==> config.mk <==
export PLATFORM = sky130hd
export DESIGN_NAME = cfgwp_regs
export DESIGN_NICKNAME = d
export VERILOG_FILES = /design/src/cfgwp_pkg.sv /design/src/cfgwp_regs.sv /design/src/cfgwp_word_reg.sv /design/src/cfgwp_watch_match.sv
export SDC_FILE = /design/constraint.sdc
export NUM_CORES = 1
export LEC_CHECK = 0
export BUFFER_PORTS_ARGS = -buffer_cell sky130_fd_sc_hd__buf_2
export CORE_ASPECT_RATIO = 2
export CORE_UTILIZATION = 30
export DETAILED_ROUTE_END_ITERATION = 10
export GPL_ROUTABILITY_DRIVEN = 0
export PLACE_DENSITY = 0.48
export SYNTH_ARGS = -nofsm -noshare
export SYNTH_HDL_FRONTEND = slang
export SYNTH_SLANG_ARGS = --single-unit
==> constraint.sdc <==
create_clock -name clk_i -period 4.5 [get_ports clk_i]
set_input_delay 0.45 -clock clk_i [delete_from_list [all_inputs] [get_ports clk_i]]
set_output_delay 0.45 -clock clk_i [all_outputs]
set_load 0.02 [all_outputs]
==> src/cfgwp_pkg.sv <==
// constants and carrier types for the capability and watchpoint register bank
// What this block does
// - The capability word reports the translation buffer size minus one, 31, in bits 30:25, read only.
// - The capability word reports code cache sets code 1, line code 4 and ways code 3 in bits 24:16, read only.
// - The capability word reports data cache sets code 1, line code 4 and ways code 3 in bits 15:7, read only.
// - Presence bits read 1 for the watch unit (bit 3) and debug port (bit 1) and 0 for all other units and bit 5.
// - The linked load address register captures the physical address of the latest load-linked and is read only.
// - The data watch address holds an address in bits 31:3, a load enable in bit 1 and a store enable in bit 0.
// - The code watch address holds an address in bits 31:3 and a fetch enable in bit 2 that resets to 0.
// - A set global bit 30 in a qualifier makes any address match hit regardless of tag, and it is read only.
// - With the global bit clear, a hit also needs the qualifier tag in bits 23:16 to equal the current tag.
// - Each set bit of the qualifier mask in bits 11:3 removes that address bit from the comparison.
// - Bit 31 of the data watch qualifier always reads 1 to show another pair at the next select.
// - The scratch register reads back the last value written with no side effect and no reset value.
package cfgwp_pkg;

  // register numbers and select indices
  localparam logic [4:0] CAP_NUM = 5'h10;
  localparam logic [4:0] LLA_NUM = 5'h11;
  localparam logic [4:0] WADDR_NUM = 5'h12;
  localparam logic [4:0] WQUAL_NUM = 5'h13;
  localparam logic [4:0] SCRATCH_NUM = 5'h16;
  localparam logic [2:0] CAP_SEL = 3'h1;
  localparam logic [2:0] PLAIN_SEL = 3'h0;
  localparam logic [2:0] DATA_SEL = 3'h0;
  localparam logic [2:0] CODE_SEL = 3'h1;

  // capability word fields, msb first
  localparam logic [5:0] TLB_SIZE_M1 = 6'h1F;
  localparam logic [2:0] CODE_SETS = 3'h1;
  localparam logic [2:0] CODE_LINE = 3'h4;
  localparam logic [2:0] CODE_WAYS = 3'h3;
  localparam logic [2:0] DATA_SETS = 3'h1;
  localparam logic [2:0] DATA_LINE = 3'h4;
  localparam logic [2:0] DATA_WAYS = 3'h3;
  localparam logic SECOND_COPROC_PRESENT = 1'b0;
  localparam logic CAP_BIT5 = 1'b0;
  localparam logic PERF_COUNTER_PRESENT = 1'b0;
  localparam logic WATCH_PRESENT = 1'b1;
  localparam logic CODE_COMPRESS_PRESENT = 1'b0;
  localparam logic DEBUG_PORT_PRESENT = 1'b1;
  localparam logic FLOAT_UNIT_PRESENT = 1'b0;
  localparam logic [31:0] CAP_WORD = {1'b0, TLB_SIZE_M1, CODE_SETS, CODE_LINE, CODE_WAYS,
                                      DATA_SETS, DATA_LINE, DATA_WAYS, SECOND_COPROC_PRESENT,
                                      CAP_BIT5, PERF_COUNTER_PRESENT, WATCH_PRESENT,
                                      CODE_COMPRESS_PRESENT, DEBUG_PORT_PRESENT, FLOAT_UNIT_PRESENT};

  // watch register field positions
  localparam int ADDR_LSB = 3;
  localparam int FETCH_EN_BIT = 2;
  localparam int LOAD_EN_BIT = 1;
  localparam int STORE_EN_BIT = 0;
  localparam int MORE_BIT = 31;
  localparam int GLOBAL_BIT = 30;
  localparam int TAG_MSB = 23;
  localparam int TAG_LSB = 16;
  localparam int MASK_MSB = 11;
  localparam int MASK_LSB = 3;
  localparam int TAG_W = TAG_MSB - TAG_LSB + 1;
  localparam int MASK_W = MASK_MSB - MASK_LSB + 1;
  localparam int ADDR_W = 32 - ADDR_LSB;

  // reset values and fixed more-bit read values
  localparam logic WATCH_EN_RESET = 1'b0;
  localparam logic DATA_MORE_VALUE = 1'b1;
  localparam logic CODE_MORE_VALUE = 1'b0;
  localparam logic [31:0] RDATA_RESET = 32'h0;

  typedef struct packed {
    logic wr;
    logic rd;
    logic [4:0] num;
    logic [2:0] sel;
    logic [31:0] wdata;
  } cfgwp_cp0_req_s;

  typedef struct packed {
    logic valid;
    logic load;
    logic store;
    logic [31:0] watch_virtual_address;
  } cfgwp_acc_s;

endpackage : cfgwp_pkg

==> src/cfgwp_regs.sv <==
// capability word, linked load address, watch pairs and scratch register behind coprocessor-0 access
`timescale 1ns/1ps
module cfgwp_regs (
  // clock and reset
  input wire logic clk_i,
  input wire logic reset_i,
  // coprocessor-0 access
  input wire cfgwp_pkg::cfgwp_cp0_req_s cp0_req_i,
  output logic [31:0] rd_data_o,
  output logic rd_valid_o,
  output logic rd_mapped_o,
  // load-linked capture
  input wire logic ll_capture_i,
  input wire logic [31:0] ll_paddr_i,
  // translation state
  input wire logic [cfgwp_pkg::TAG_W-1:0] address_space_tag_i,
  input wire logic data_watch_global_i,
  input wire logic code_watch_global_i,
  // accesses to watch
  input wire cfgwp_pkg::cfgwp_acc_s data_acc_i,
  input wire cfgwp_pkg::cfgwp_acc_s fetch_acc_i,
  // watch exceptions
  output logic data_watch_hit_o,
  output logic code_watch_hit_o
);

  function automatic logic is_reg(input cfgwp_pkg::cfgwp_cp0_req_s req, input logic [4:0] num,
                                  input logic [2:0] sel);
    is_reg = (req.num == num) && (req.sel == sel);
  endfunction : is_reg

  // watch state
  logic [cfgwp_pkg::ADDR_W-1:0] data_addr_q;
  logic [cfgwp_pkg::ADDR_W-1:0] code_addr_q;
  logic data_load_en_q;
  logic data_store_en_q;
  logic code_fetch_en_q;
  logic [cfgwp_pkg::TAG_W-1:0] data_tag_q;
  logic [cfgwp_pkg::TAG_W-1:0] code_tag_q;
  logic [cfgwp_pkg::MASK_W-1:0] data_mask_q;
  logic [cfgwp_pkg::MASK_W-1:0] code_mask_q;

  // read answer and hit flops
  logic [31:0] rd_data_q;
  logic rd_valid_q;
  logic rd_mapped_q;
  logic data_hit_q;
  logic code_hit_q;

  // decode
  wire hit_cap = is_reg(cp0_req_i, cfgwp_pkg::CAP_NUM, cfgwp_pkg::CAP_SEL);
  wire hit_lla = is_reg(cp0_req_i, cfgwp_pkg::LLA_NUM, cfgwp_pkg::PLAIN_SEL);
  wire hit_daddr = is_reg(cp0_req_i, cfgwp_pkg::WADDR_NUM, cfgwp_pkg::DATA_SEL);
  wire hit_caddr = is_reg(cp0_req_i, cfgwp_pkg::WADDR_NUM, cfgwp_pkg::CODE_SEL);
  wire hit_dqual = is_reg(cp0_req_i, cfgwp_pkg::WQUAL_NUM, cfgwp_pkg::DATA_SEL);
  wire hit_cqual = is_reg(cp0_req_i, cfgwp_pkg::WQUAL_NUM, cfgwp_pkg::CODE_SEL);
  wire hit_scratch = is_reg(cp0_req_i, cfgwp_pkg::SCRATCH_NUM, cfgwp_pkg::PLAIN_SEL);
  wire any_hit = hit_cap | hit_lla | hit_daddr | hit_caddr | hit_dqual | hit_cqual | hit_scratch;

  // only writable fields see a write
  wire wr_daddr = cp0_req_i.wr & hit_daddr;
  wire wr_caddr = cp0_req_i.wr & hit_caddr;
  wire wr_dqual = cp0_req_i.wr & hit_dqual;
  wire wr_cqual = cp0_req_i.wr & hit_cqual;
  wire wr_scratch = cp0_req_i.wr & hit_scratch;
  wire [31:0] wd = cp0_req_i.wdata;

  // word-wide data stores
  logic [31:0] lla_word;
  logic [31:0] scratch_word;

  // captured only by the pipeline, never by a register write
  cfgwp_word_reg u_lla (
    .clk_i(clk_i),
    .load_i(ll_capture_i),
    .data_i(ll_paddr_i),
    .word_o(lla_word)
  );

  cfgwp_word_reg u_scratch (
    .clk_i(clk_i),
    .load_i(wr_scratch),
    .data_i(wd),
    .word_o(scratch_word)
  );

  // addresses, tags and masks have no reset value
  always_ff @(posedge clk_i)
  begin
    if (wr_daddr)
    begin
      data_addr_q <= wd[31:cfgwp_pkg::ADDR_LSB];
    end
    if (wr_caddr)
    begin
      code_addr_q <= wd[31:cfgwp_pkg::ADDR_LSB];
    end
    if (wr_dqual)
    begin
      data_tag_q <= wd[cfgwp_pkg::TAG_MSB:cfgwp_pkg::TAG_LSB];
      data_mask_q <= wd[cfgwp_pkg::MASK_MSB:cfgwp_pkg::MASK_LSB];
    end
    if (wr_cqual)
    begin
      code_tag_q <= wd[cfgwp_pkg::TAG_MSB:cfgwp_pkg::TAG_LSB];
      code_mask_q <= wd[cfgwp_pkg::MASK_MSB:cfgwp_pkg::MASK_LSB];
    end
  end

  // enables clear at reset so no stray exception fires before software sets up
  always_ff @(posedge clk_i)
  begin
    if (reset_i)
    begin
      data_load_en_q <= cfgwp_pkg::WATCH_EN_RESET;
      data_store_en_q <= cfgwp_pkg::WATCH_EN_RESET;
      code_fetch_en_q <= cfgwp_pkg::WATCH_EN_RESET;
    end
    else
    begin
      if (wr_daddr)
      begin
        data_load_en_q <= wd[cfgwp_pkg::LOAD_EN_BIT];
        data_store_en_q <= wd[cfgwp_pkg::STORE_EN_BIT];
      end
      if (wr_caddr)
      begin
        code_fetch_en_q <= wd[cfgwp_pkg::FETCH_EN_BIT];
      end
    end
  end

  // read views; reserved bits read zero
  wire [31:0] daddr_view = {data_addr_q, 1'b0, data_load_en_q, data_store_en_q};
  wire [31:0] caddr_view = {code_addr_q, code_fetch_en_q, 2'b00};
  // global bit reflects the core, not a write
  wire [31:0] dqual_view = {cfgwp_pkg::DATA_MORE_VALUE, data_watch_global_i, 6'h00, data_tag_q,
                            4'h0, data_mask_q, 3'h0};
  wire [31:0] cqual_view = {cfgwp_pkg::CODE_MORE_VALUE, code_watch_global_i, 6'h00, code_tag_q,
                            4'h0, code_mask_q, 3'h0};

  wire [31:0] rd_sel = hit_cap ? cfgwp_pkg::CAP_WORD :
                       hit_lla ? lla_word :
                       hit_daddr ? daddr_view :
                       hit_caddr ? caddr_view :
                       hit_dqual ? dqual_view :
                       hit_cqual ? cqual_view :
                       hit_scratch ? scratch_word : 32'h0;

  always_ff @(posedge clk_i)
  begin
    if (reset_i)
    begin
      rd_data_q <= cfgwp_pkg::RDATA_RESET;
      rd_valid_q <= 1'b0;
      rd_mapped_q <= 1'b0;
    end
    else
    begin
      rd_valid_q <= cp0_req_i.rd;
      rd_mapped_q <= cp0_req_i.rd & any_hit;
      if (cp0_req_i.rd)
      begin
        rd_data_q <= rd_sel;
      end
    end
  end

  // watch comparison
  logic data_match;
  logic code_match;

  cfgwp_watch_match u_data_match (
    .acc_addr_i(data_acc_i.watch_virtual_address[31:cfgwp_pkg::ADDR_LSB]),
    .cur_tag_i(address_space_tag_i),
    .watch_addr_i(data_addr_q),
    .watch_mask_i(data_mask_q),
    .watch_tag_i(data_tag_q),
    .watch_global_i(data_watch_global_i),
    .match_o(data_match)
  );

  cfgwp_watch_match u_code_match (
    .acc_addr_i(fetch_acc_i.watch_virtual_address[31:cfgwp_pkg::ADDR_LSB]),
    .cur_tag_i(address_space_tag_i),
    .watch_addr_i(code_addr_q),
    .watch_mask_i(code_mask_q),
    .watch_tag_i(code_tag_q),
    .watch_global_i(code_watch_global_i),
    .match_o(code_match)
  );

  wire data_kind_en = (data_acc_i.load & data_load_en_q) | (data_acc_i.store & data_store_en_q);
  wire data_hit_d = data_acc_i.valid & data_kind_en & data_match;
  wire code_hit_d = fetch_acc_i.valid & code_fetch_en_q & code_match;

  always_ff @(posedge clk_i)
  begin
    if (reset_i)
    begin
      data_hit_q <= 1'b0;
      code_hit_q <= 1'b0;
    end
    else
    begin
      data_hit_q <= data_hit_d;
      code_hit_q <= code_hit_d;
    end
  end

  assign rd_data_o = rd_data_q;
  assign rd_valid_o = rd_valid_q;
  assign rd_mapped_o = rd_mapped_q;
  assign data_watch_hit_o = data_hit_q;
  assign code_watch_hit_o = code_hit_q;

endmodule : cfgwp_regs

==> src/cfgwp_word_reg.sv <==
// a 32-bit data word with load enable and no reset, for contents that are unpredictable after reset
`timescale 1ns/1ps
module cfgwp_word_reg (
  // clock
  input wire logic clk_i,
  // load
  input wire logic load_i,
  input wire logic [31:0] data_i,
  // stored word
  output logic [31:0] word_o
);

  logic [31:0] word_q;

  always_ff @(posedge clk_i)
  begin
    if (load_i)
    begin
      word_q <= data_i;
    end
  end

  assign word_o = word_q;

endmodule : cfgwp_word_reg

==> src/cfgwp_watch_match.sv <==
// masked address and tag comparison for one watch pair
`timescale 1ns/1ps
module cfgwp_watch_match (
  // access under test
  input wire logic [cfgwp_pkg::ADDR_W-1:0] acc_addr_i,
  input wire logic [cfgwp_pkg::TAG_W-1:0] cur_tag_i,
  // watch pair contents
  input wire logic [cfgwp_pkg::ADDR_W-1:0] watch_addr_i,
  input wire logic [cfgwp_pkg::MASK_W-1:0] watch_mask_i,
  input wire logic [cfgwp_pkg::TAG_W-1:0] watch_tag_i,
  input wire logic watch_global_i,
  // result, before the access enables
  output logic match_o
);

  logic [cfgwp_pkg::ADDR_W-1:0] care;
  logic addr_eq;
  logic tag_ok;

  assign care = ~{{(cfgwp_pkg::ADDR_W - cfgwp_pkg::MASK_W){1'b0}}, watch_mask_i};
  assign addr_eq = ((acc_addr_i ^ watch_addr_i) & care) == '0;
  assign tag_ok = watch_global_i | (watch_tag_i == cur_tag_i);
  assign match_o = addr_eq & tag_ok;

endmodule : cfgwp_watch_match

==> results_dict.tcl, run 1 <==
set metrics [dict create \
    cts_inserted_buffers 17 \
    synth_cell_type_count 56 \
    synth_most_common_cell "edfxtp_1" \
    cts-htree-levels 4 \
    worstSetupStartpointType "primary input" \
    dp_worst_setup_slack_ps 1354 \
    postSynth.asyncResetShare_pct 0 \
    max_clock_freq_mhz 376.9 \
    cp_buf_inv_count 2 \
    min_path_type "in2reg" \
    power.share.sequential_pct 50.1 \
    detailed_place.area_um2 9902 \
    power_density_over_the_cells_nw_per_um2 379.1 \
    num_antenna_cells 0 \
    max-cap-violations 0 \
    timing.critical_path.to_type "register" \
    critical_path_class "in2reg" \
    fin_crit_ps 2653 \
    power.share.switching_pct 23.04 \
    timing.clock.skew_ps 8.418 \
    synth_sequential_area_ratio_pct 63.53 \
    yosysTopAreaCellShare_pct 54.46 \
    worst_slew_margin_relative_to_its_limit_pct 43.52 \
    fraction_of_layout_instances_using_a_drive_strength_above_1_pct 28.22 \
    cell_internal_pwr_mw 3.078 \
    detailedPlacementHpwl_um 23190 \
    wire_length_of_the_first_global_routing_pass_um 43620 \
    drt_first_pass_iters 5 \
    drt_iter0_drc 389 \
    start_util_pct 30.51 \
    cts_root_buf "clkbuf_16" \
    setup_total_negative_slack_ps 0 \
    average_size_of_a_mapped_cell_um2 12.32 \
    post_cts_clock_slew_at_the_launch_and_capture_registers_of_the_worst_setup_and_hold_paths_ps 70 \
    rsz0062_at_grt "false" \
    tritoncts_num_sinks 195 \
    power_frac_comb_pct 8.1 \
    path_cells "buf_2 -> nand2b_4 -> nor4b_4 -> nor2b_2 -> buf_4" \
    finalHoldViolations 0 \
    insertion_delay_ps 450 \
    arrival_ps 2760 \
    place_inst 1210 \
    warnings_synthesis 0 \
    synthDominantAreaCellType "edfxtp_1" \
    drv_slew 0 \
    status "completed" \
    critical_path.max_fanout 28 \
    dieHeight_um 241.5 \
    antenna_found_initial 0 \
    p_clk_share_pct 41.9 \
    detail-route-antenna-nets 0 \
    place.port_buffers 184 \
    rows 87 \
    die_x_um 121.7 \
    critPathRequiredTime_ps 4600 \
    layout_setup_ws_ps 1847 \
    cts_tree "yes" \
    ios 193 \
    grt_overflow_total 0 \
    grt_use_total_pct 21.55 \
    stdcell_area_um2 10550 \
    detail_route.wirelength_um 30640 \
    die_area_um2 29400 \
    cts_post_setup_buffers_inserted 0 \
    via_count 6487 \
    transition_time_at_the_pin_with_the_least_slew_margin_ps 847.2 \
    final.period_utilization_pct 58.96 \
    synthesis.nets 855 \
    synth-edff-count 156 \
    grt_start_max_net_pins 36 \
    per_cell_routed_wire_length_um 24.67 \
    timing.final.setup_violations 0 \
    max-clock-path-buffers 2 \
    final-instance-count-excl-fill 1242 \
    yosys_register_bits 195 \
    routed_via_density 5.223 \
    design.final.nets 1030 \
    timing.critical_path.slowest_cell_delay_ps 670 \
    critical-path-slowest-cell "nor4b_4" \
    p_total_mw 3.999 \
    vdd_drop_max_v 0.0002765 \
    drc 0 \
    power_leakage_nw 3.796 \
    design.core.area_um2 28190 \
    layout-area-overhead-vs-synth_pct 22.63 \
    synth-main-ff-cell "edfxtp_1" \
    critPathTopFamily "simple AND/OR/NAND/NOR gates" \
    netSwitchingPower_mw 0.9212 \
    synth_top_cells_by_area "edfxtp_1, dfxtp_1, xnor2_1" \
    number_of_resized_instances_in_the_post_cts_repair_step 0 \
    synth.cells.most_frequent "edfxtp_1, nor2_1, a21oi_1, o21ai_0, xnor2_1" \
    post_cts_hold_buffer_count 0 \
    syn_inst 698 \
    grt_pass1_vias 6725 \
    synth.cell_area_um2 8602 \
]
[flip-flops by register name, indices dropped and copies added (netlist names)]
name and cells:
code_addr_q 29, rd_valid_o 1, data_mask_q 9, code_tag_q 8
u_scratch.word_o 32, data_load_en_q 1, rd_mapped_o 1, data_store_en_q 1
code_fetch_en_q 1, data_addr_q 29, code_mask_q 9, u_lla.word_o 32
rd_data_o 32, data_tag_q 8, code_watch_hit_o 1, data_watch_hit_o 1
[final timing paths]
| path | startpoint | endpoint | slack, ps | cells past startpoint |
|---|---|---|---|---|
| worst max-delay path | cp0_req_i[35] | u_scratch.word_o[30] | 1850 | 5 |
| worst min-delay path | ll_paddr_i[7] | u_lla.word_o[7] | 170 | 1 |
| worst max register to register | data_addr_q[13] | data_watch_hit_o | 2680 | 5 |
| worst min register to register | rd_data_o[14] | rd_data_o[14] | 470 | 1 |
[metal layers]
layer,track usage [%],vias to the layer above,wire length (um)
met1,22.48,3240,10960
met5,0,-,0
met3,2.589,56,1129
li1,-,2980,-
met4,13.62,0,1731
met2,40.15,211,16820
[cell families (layout without fill, tap and decap cells)]
family / count (synthesis) / after routing / share of synthesized area, %
XOR/XNOR: 74 / 74 / 7.535
multiplexers: 1 / 1 / 0.1164
flip-flops: 195 / 195 / 63.53
AND/OR/NAND/NOR: 167 / 167 / 9.702
buffers and inverters: 54 / 242 / 2.778
AO/OA/AOI/OAI: 207 / 207 / 16.33
[power by group through the flow]
| stage | Combinational, mW | Sequential (mW) | Clock [mW] |
|---|---|---|---|
| 5_1_grt | 0.349 | 2.00 | 1.76 |
| 2_1_floorplan | 0.138 | 2.05 | 0 |
| 4_1_cts | 0.326 | 2.00 | 1.71 |
| 3_3_place_gp | 0.321 | 2.04 | 0 |
| 3_5_place_dp | 0.324 | 2.04 | 0 |
| 6_report | 0.322 | 2.00 | 1.67 |
[worst register-to-register path, stage by stage (launching register included)]
cell and delay [ps]:
edfxtp_1 430, xnor2_1 250, nand4_1 210, nor4_1 430
nand2_1 160, nor4_1 250
[cell usage in the layout (no fill, tap or decap), types with 10 or more instances in the layout]
cell type and n:
a21oi_1 51, a31oi_1 13, buf_2 184, buf_4 16
clkbuf_16 19, dfxtp_1 39, edfxtp_1 156, nand2_1 39
nand3_1 12, nor2_1 53, nor2b_1 14, nor4_1 10
o211ai_1 15, o21ai_0 50, o22ai_1 19, o2bb2ai_1 17
xnor2_1 43, xor2_1 31
[cell type report]
| cell class | instances | area (um2) |
|---|---|---|
| Clock buffer | 22 | 506.7 |
| Fill cell | 2773 | 17640 |
| Inverter | 10 | 37.54 |
| Sequential cell | 195 | 5465 |
| Clock inverter | 10 | 140.1 |
| Multi-Input combinational cell | 449 | 2913 |
| Timing Repair Buffer | 200 | 1041 |
| Tap cell | 356 | 445.4 |
[through the flow]
| stage | util (%) | hold slack, ps |
|---|---|---|
| 2_1_floorplan | - | 466.7 |
| 3_3_place_gp | 35.12 | 451.4 |
| 3_5_place_dp | 35.12 | 462.1 |
| 4_1_cts | 37.42 | 147.9 |
| 5_1_grt | 37.42 | 157.5 |
| 6_report | 37.42 | 174.7 |
No activity file was read; power rests on OpenSTA's default activity.
==> inputs of run 2 (changes only) <==
Clock period 4.5 ns to 2.5 ns, I/O delays scaled along.
==> results_dict.tcl, run 2 (synthesis results as in run 1) <==
set metrics [dict create \
    status "completed" \
    layout-area-overhead-vs-synth_pct 28.74 \
    die_area_um2 29400 \
    final-instance-count-excl-fill 1302 \
    via_count 6666 \
    cts_root_buf "clkbuf_16" \
    cts_tree "yes" \
    tritoncts_num_sinks 195 \
    power_leakage_nw 4.039 \
    dieHeight_um 241.5 \
    p_total_mw 6.915 \
    regToRegStartpoint "data_addr_q[13]" \
    layout_setup_ws_ps 592.9 \
    critPathRequiredTime_ps 2840 \
    layout.filler_cells 2759 \
    cts-htree-levels 4 \
    drv_slew 0 \
    detailedPlacementHpwl_um 23330 \
    min_path_cells 1 \
    critical_path.max_fanout 2 \
    rows 87 \
    place.port_buffers 184 \
    worstHoldStart "ll_paddr_i[7]" \
    arrival_ps 2250 \
    regToRegSetupSlack_ps 590 \
    num_antenna_cells 0 \
    detail_route.wirelength_um 30800 \
    worstSetupStartpointType "register" \
    hold_slack_ps 22.14 \
    multiInputGateArea_um2 2918 \
    timing.clock.skew_ps 5.120 \
    power_density_over_the_cells_nw_per_um2 624.4 \
    vdd_drop_max_v 0.0005097 \
    max-clock-path-buffers 2 \
    power_frac_comb_pct 9.6 \
    dp_worst_setup_slack_ps 374.3 \
    timing.critical_path.to_type "register" \
    final-seq-area_um2 5465 \
    grt_overflow_total 0 \
    number_of_resized_instances_in_the_post_cts_repair_step 0 \
    final_core_utilization_pct 39.28 \
    power.share.sequential_pct 52.1 \
    insertion_delay_ps 450 \
    grt_start_max_net_pins 47 \
    ios 193 \
    grt_pass1_vias 6894 \
    drc 0 \
    reg2reg_to "data_watch_hit_o" \
    design.final.nets 1090 \
    die_x_um 121.7 \
    wire_length_of_the_first_global_routing_pass_um 43690 \
    final.period_utilization_pct 76.28 \
    cell_internal_pwr_mw 5.308 \
    hold-path-endpoint "u_lla.word_o[7]" \
    max_clock_freq_mhz 524.4 \
    p_clk_share_pct 38.3 \
    detail-route-antenna-nets 0 \
    stdcell_area_um2 11070 \
    critical_path_class "reg2reg" \
    finalHoldViolations 0 \
    transition_time_at_the_pin_with_the_least_slew_margin_ps 825.0 \
    detailed_place.area_um2 10160 \
    power.share.switching_pct 23.24 \
    rr_worst_depth 5 \
    min_path_type "in2reg" \
    place_inst 1234 \
    per_cell_routed_wire_length_um 23.65 \
    design.core.area_um2 28190 \
    rsz0062_at_grt "false" \
    netSwitchingPower_mw 1.607 \
    max-cap-violations 0 \
    grt_use_total_pct 21.49 \
    worst_slew_margin_relative_to_its_limit_pct 45.00 \
    drt_iter0_drc 446 \
    fraction_of_layout_instances_using_a_drive_strength_above_1_pct 28.54 \
    antenna_found_initial 0 \
    drt_first_pass_iters 4 \
    fin_crit_ps 1907 \
    routed_via_density 5.120 \
    layout.cells.most_common "buf_2" \
    start_util_pct 30.51 \
    cts_inserted_buffers 17 \
    layout_common_cells "buf_2, edfxtp_1, nor2_1" \
    timing.final.setup_violations 0 \
    setup_total_negative_slack_ps 0 \
    post_cts_clock_slew_at_the_launch_and_capture_registers_of_the_worst_setup_and_hold_paths_ps 70 \
]
==> run 2: what timing repair did <==
item | CTS | global route
setup endpoints to repair | 0 | 0
buffers inserted | 0 | 0
endpoints found under the hold margin | 44 | 0
hold buffers | 36 | 0
==> run 2: cell type report <==
type                       count  area share (%)
sequential                   195           49.35
multi-input combinational    449           26.35
timing repair buffer         260           14.96
tap                          356           4.022
clock buffer                  21           3.977
clock inverter                11           1.006
inverter                      10          0.3389
==> run 2: power by group through the flow <==
| stage | clock [mW] | combinational (mW) | sequential [mW] |
|---|---|---|---|
| finish | 2.65 | 0.662 | 3.60 |
| global route | 2.83 | 0.712 | 3.61 |
| CTS | 2.72 | 0.667 | 3.60 |
| detailed placement | 0 | 0.620 | 3.67 |
| global placement | 0 | 0.616 | 3.68 |
| floorplan | 0 | 0.249 | 3.69 |
==> run 2: how the worst max path moves through the flow <==
stage                     from                   to  slack [ps]  depth (start not counted)
2_1_floorplan    cp0_req_i[35]  u_scratch.word_o[0]          30                          6
3_3_place_gp     cp0_req_i[35]        rd_data_o[30]         400                          7
3_5_place_dp     cp0_req_i[38]        rd_data_o[30]         370                          7
4_1_cts        data_addr_q[13]     data_watch_hit_o         510                          5
5_1_grt        data_addr_q[13]     data_watch_hit_o         430                          5
6_report       data_addr_q[13]     data_watch_hit_o         590                          5
==> run 2: metal layers <==
layer | GRT usage [%] | share of wire (%)
met1 | 21.85 | 36
met2 | 41.74 | 57
met3 | 3.555 | 3.0
met4 | 9.727 | 3.7
met5 | 0 | 0
==> run 2: critical path, stage by stage, from the launching register on <==
cell and delay, ps:
edfxtp_1 440, xnor2_1 240, nand4_1 220, nor4_1 470, nand2_1 140, nor4_1 290
==> inputs of run 3 (changes only) <==
Settings changed: PLACE_DENSITY 0.48 to 0.5.
Clock period 2.5 ns to 1.6 ns, I/O delays scaled along.
==> results_dict.tcl, run 3 (synthesis results as in run 1) <==
set metrics [dict create \
    worst_slew_margin_relative_to_its_limit_pct 57.37 \
    cts_root_buf "clkbuf_16" \
    critical_path.max_fanout 2 \
    cts_inserted_buffers 17 \
    critPathTopFamily "simple AND/OR/NAND/NOR gates" \
    final-instance-count-excl-fill 1391 \
    grt_pass1_vias 7106 \
    multiInputGateArea_um2 3108 \
    netSwitchingPower_mw 2.705 \
    final_core_utilization_pct 43.21 \
    cts-htree-levels 4 \
    fraction_of_layout_instances_using_a_drive_strength_above_1_pct 34.69 \
    cell_internal_pwr_mw 8.472 \
    detail-route-antenna-nets 0 \
    layout.cells.most_common "buf_2" \
    critical_path_class "reg2reg" \
    vdd_drop_max_v 0.0006970 \
    detailedPlacementHpwl_um 24330 \
    stdcell_area_um2 12180 \
    ios 193 \
    hold_slack_ps 49.39 \
    finalHoldViolations 0 \
    final-seq-area_um2 5465 \
    layout-area-overhead-vs-synth_pct 41.63 \
    detail_route.wirelength_um 31000 \
    design.final.nets 1176 \
    place.port_buffers 184 \
    worstSetupStartpointType "register" \
    grt_start_max_net_pins 33 \
    tritoncts_num_sinks 195 \
    cp_buf_inv_count 0 \
    path_cells "xnor2_1 -> o2111ai_1 -> nor4_4 -> nand2_2 -> nor4_2" \
    status "finished, violations left" \
    power_leakage_nw 4.555 \
    place_inst 1288 \
    power_density_over_the_cells_nw_per_um2 917.5 \
    max_clock_freq_mhz 615.0 \
    transition_time_at_the_pin_with_the_least_slew_margin_ps 632.8 \
    critical-path-slowest-cell "edfxtp_1" \
    via_count 7025 \
    grt_use_total_pct 21.76 \
    timing.clock.skew_ps 7.011 \
    max-clock-path-buffers 2 \
    post_cts_clock_slew_at_the_launch_and_capture_registers_of_the_worst_setup_and_hold_paths_ps 70 \
    dieHeight_um 241.5 \
    per_cell_routed_wire_length_um 22.29 \
    grt_overflow_total 0 \
    fin_crit_ps 1626 \
    critPathRequiredTime_ps 1970 \
    die_x_um 121.7 \
    failing_checks "setup timing" \
    cts_tree "yes" \
    max-cap-violations 0 \
    timing.critical_path.slowest_cell_delay_ps 410 \
    min_path_type "in2reg" \
    p_clk_share_pct 39.0 \
    wire_length_of_the_first_global_routing_pass_um 44610 \
    dp_worst_setup_slack_ps -428.6 \
    routed_via_density 5.050 \
    drt_iter0_drc 486 \
    layout.filler_cells 2615 \
    design.core.area_um2 28190 \
    rsz0062_at_grt "true" \
    insertion_delay_ps 450 \
    timing.final.setup_violations 1 \
    regToRegSetupSlack_ps -30 \
    drc 0 \
    drv_slew 0 \
    start_util_pct 30.51 \
    timing.critical_path.to_type "register" \
    arrival_ps 2000 \
    power_frac_comb_pct 10.5 \
    layout_common_cells "buf_2, edfxtp_1, buf_4" \
    antenna_found_initial 3 \
    power.share.switching_pct 24.20 \
    power.share.sequential_pct 50.4 \
    layout_setup_ws_ps -26.01 \
    drt_first_pass_iters 4 \
    final.period_utilization_pct 101.6 \
    die_area_um2 29400 \
    detailed_place.area_um2 10860 \
    rows 87 \
]
## run 3: per-layer routing
layer / GRT usage (%) / up-vias / part of all wire, %
met3: 3.508 / 47 / 4.0
li1: - / 3287 / -
met5: 0 / - / 0
met1: 23.41 / 3438 / 36
met4: 9.353 / 0 / 3.2
met2: 41.12 / 253 / 57
## run 3: cell type report
| cell class | instances | share of cell area, % |
|---|---|---|
| Antenna cell | 3 | 0.06162 |
| Clock buffer | 17 | 3.492 |
| Clock inverter | 15 | 1.376 |
| Inverter | 10 | 0.3389 |
| Multi-Input combinational cell | 449 | 25.51 |
| Sequential cell | 195 | 44.86 |
| Tap cell | 356 | 3.656 |
| Timing Repair Buffer | 346 | 20.70 |
## run 3: worst reg2reg max path, cell delays in order, from the launching register on
cell and delay (ps):
edfxtp_1 410, xnor2_1 190, o2111ai_1 250, nor4_4 340, nand2_2 150, nor4_2 210
## run 3: worst paths after layout
kind              depth (start not counted)             from          endpoint
setup reg to reg                          5  data_addr_q[17]  data_watch_hit_o
hold / removal                            4   data_acc_i[19]  data_watch_hit_o
setup / recovery                          5  data_addr_q[17]  data_watch_hit_o
hold reg to reg                           2     rd_data_o[0]      rd_data_o[0]
## run 3: metrics by stage
stage	power, mW	TNS [ps]
after CTS	11.27	-74.96
final	11.18	-26.01
after floorplan	6.190	-19850
after global routing	11.55	-156.5
after global placement	6.797	-20020
after detailed placement	6.799	-20200
## run 3: power groups by stage
| stage | combinational (mW) | clock, mW | sequential [mW] |
|---|---|---|---|
| floorplan | 0.424 | 0 | 5.77 |
| global placement | 1.04 | 0 | 5.75 |
| detailed placement | 1.05 | 0 | 5.75 |
| CTS | 1.18 | 4.45 | 5.64 |
| global route | 1.26 | 4.64 | 5.65 |
| finish | 1.18 | 4.36 | 5.64 |
## run 3: what timing repair did
item,4_1_cts,5_1_grt
hold buffers,64,0
resized for setup,5,4
buffers inserted,3,1
pin swaps,9,5
endpoints found under the hold margin,158,0
setup endpoints to repair,2,2
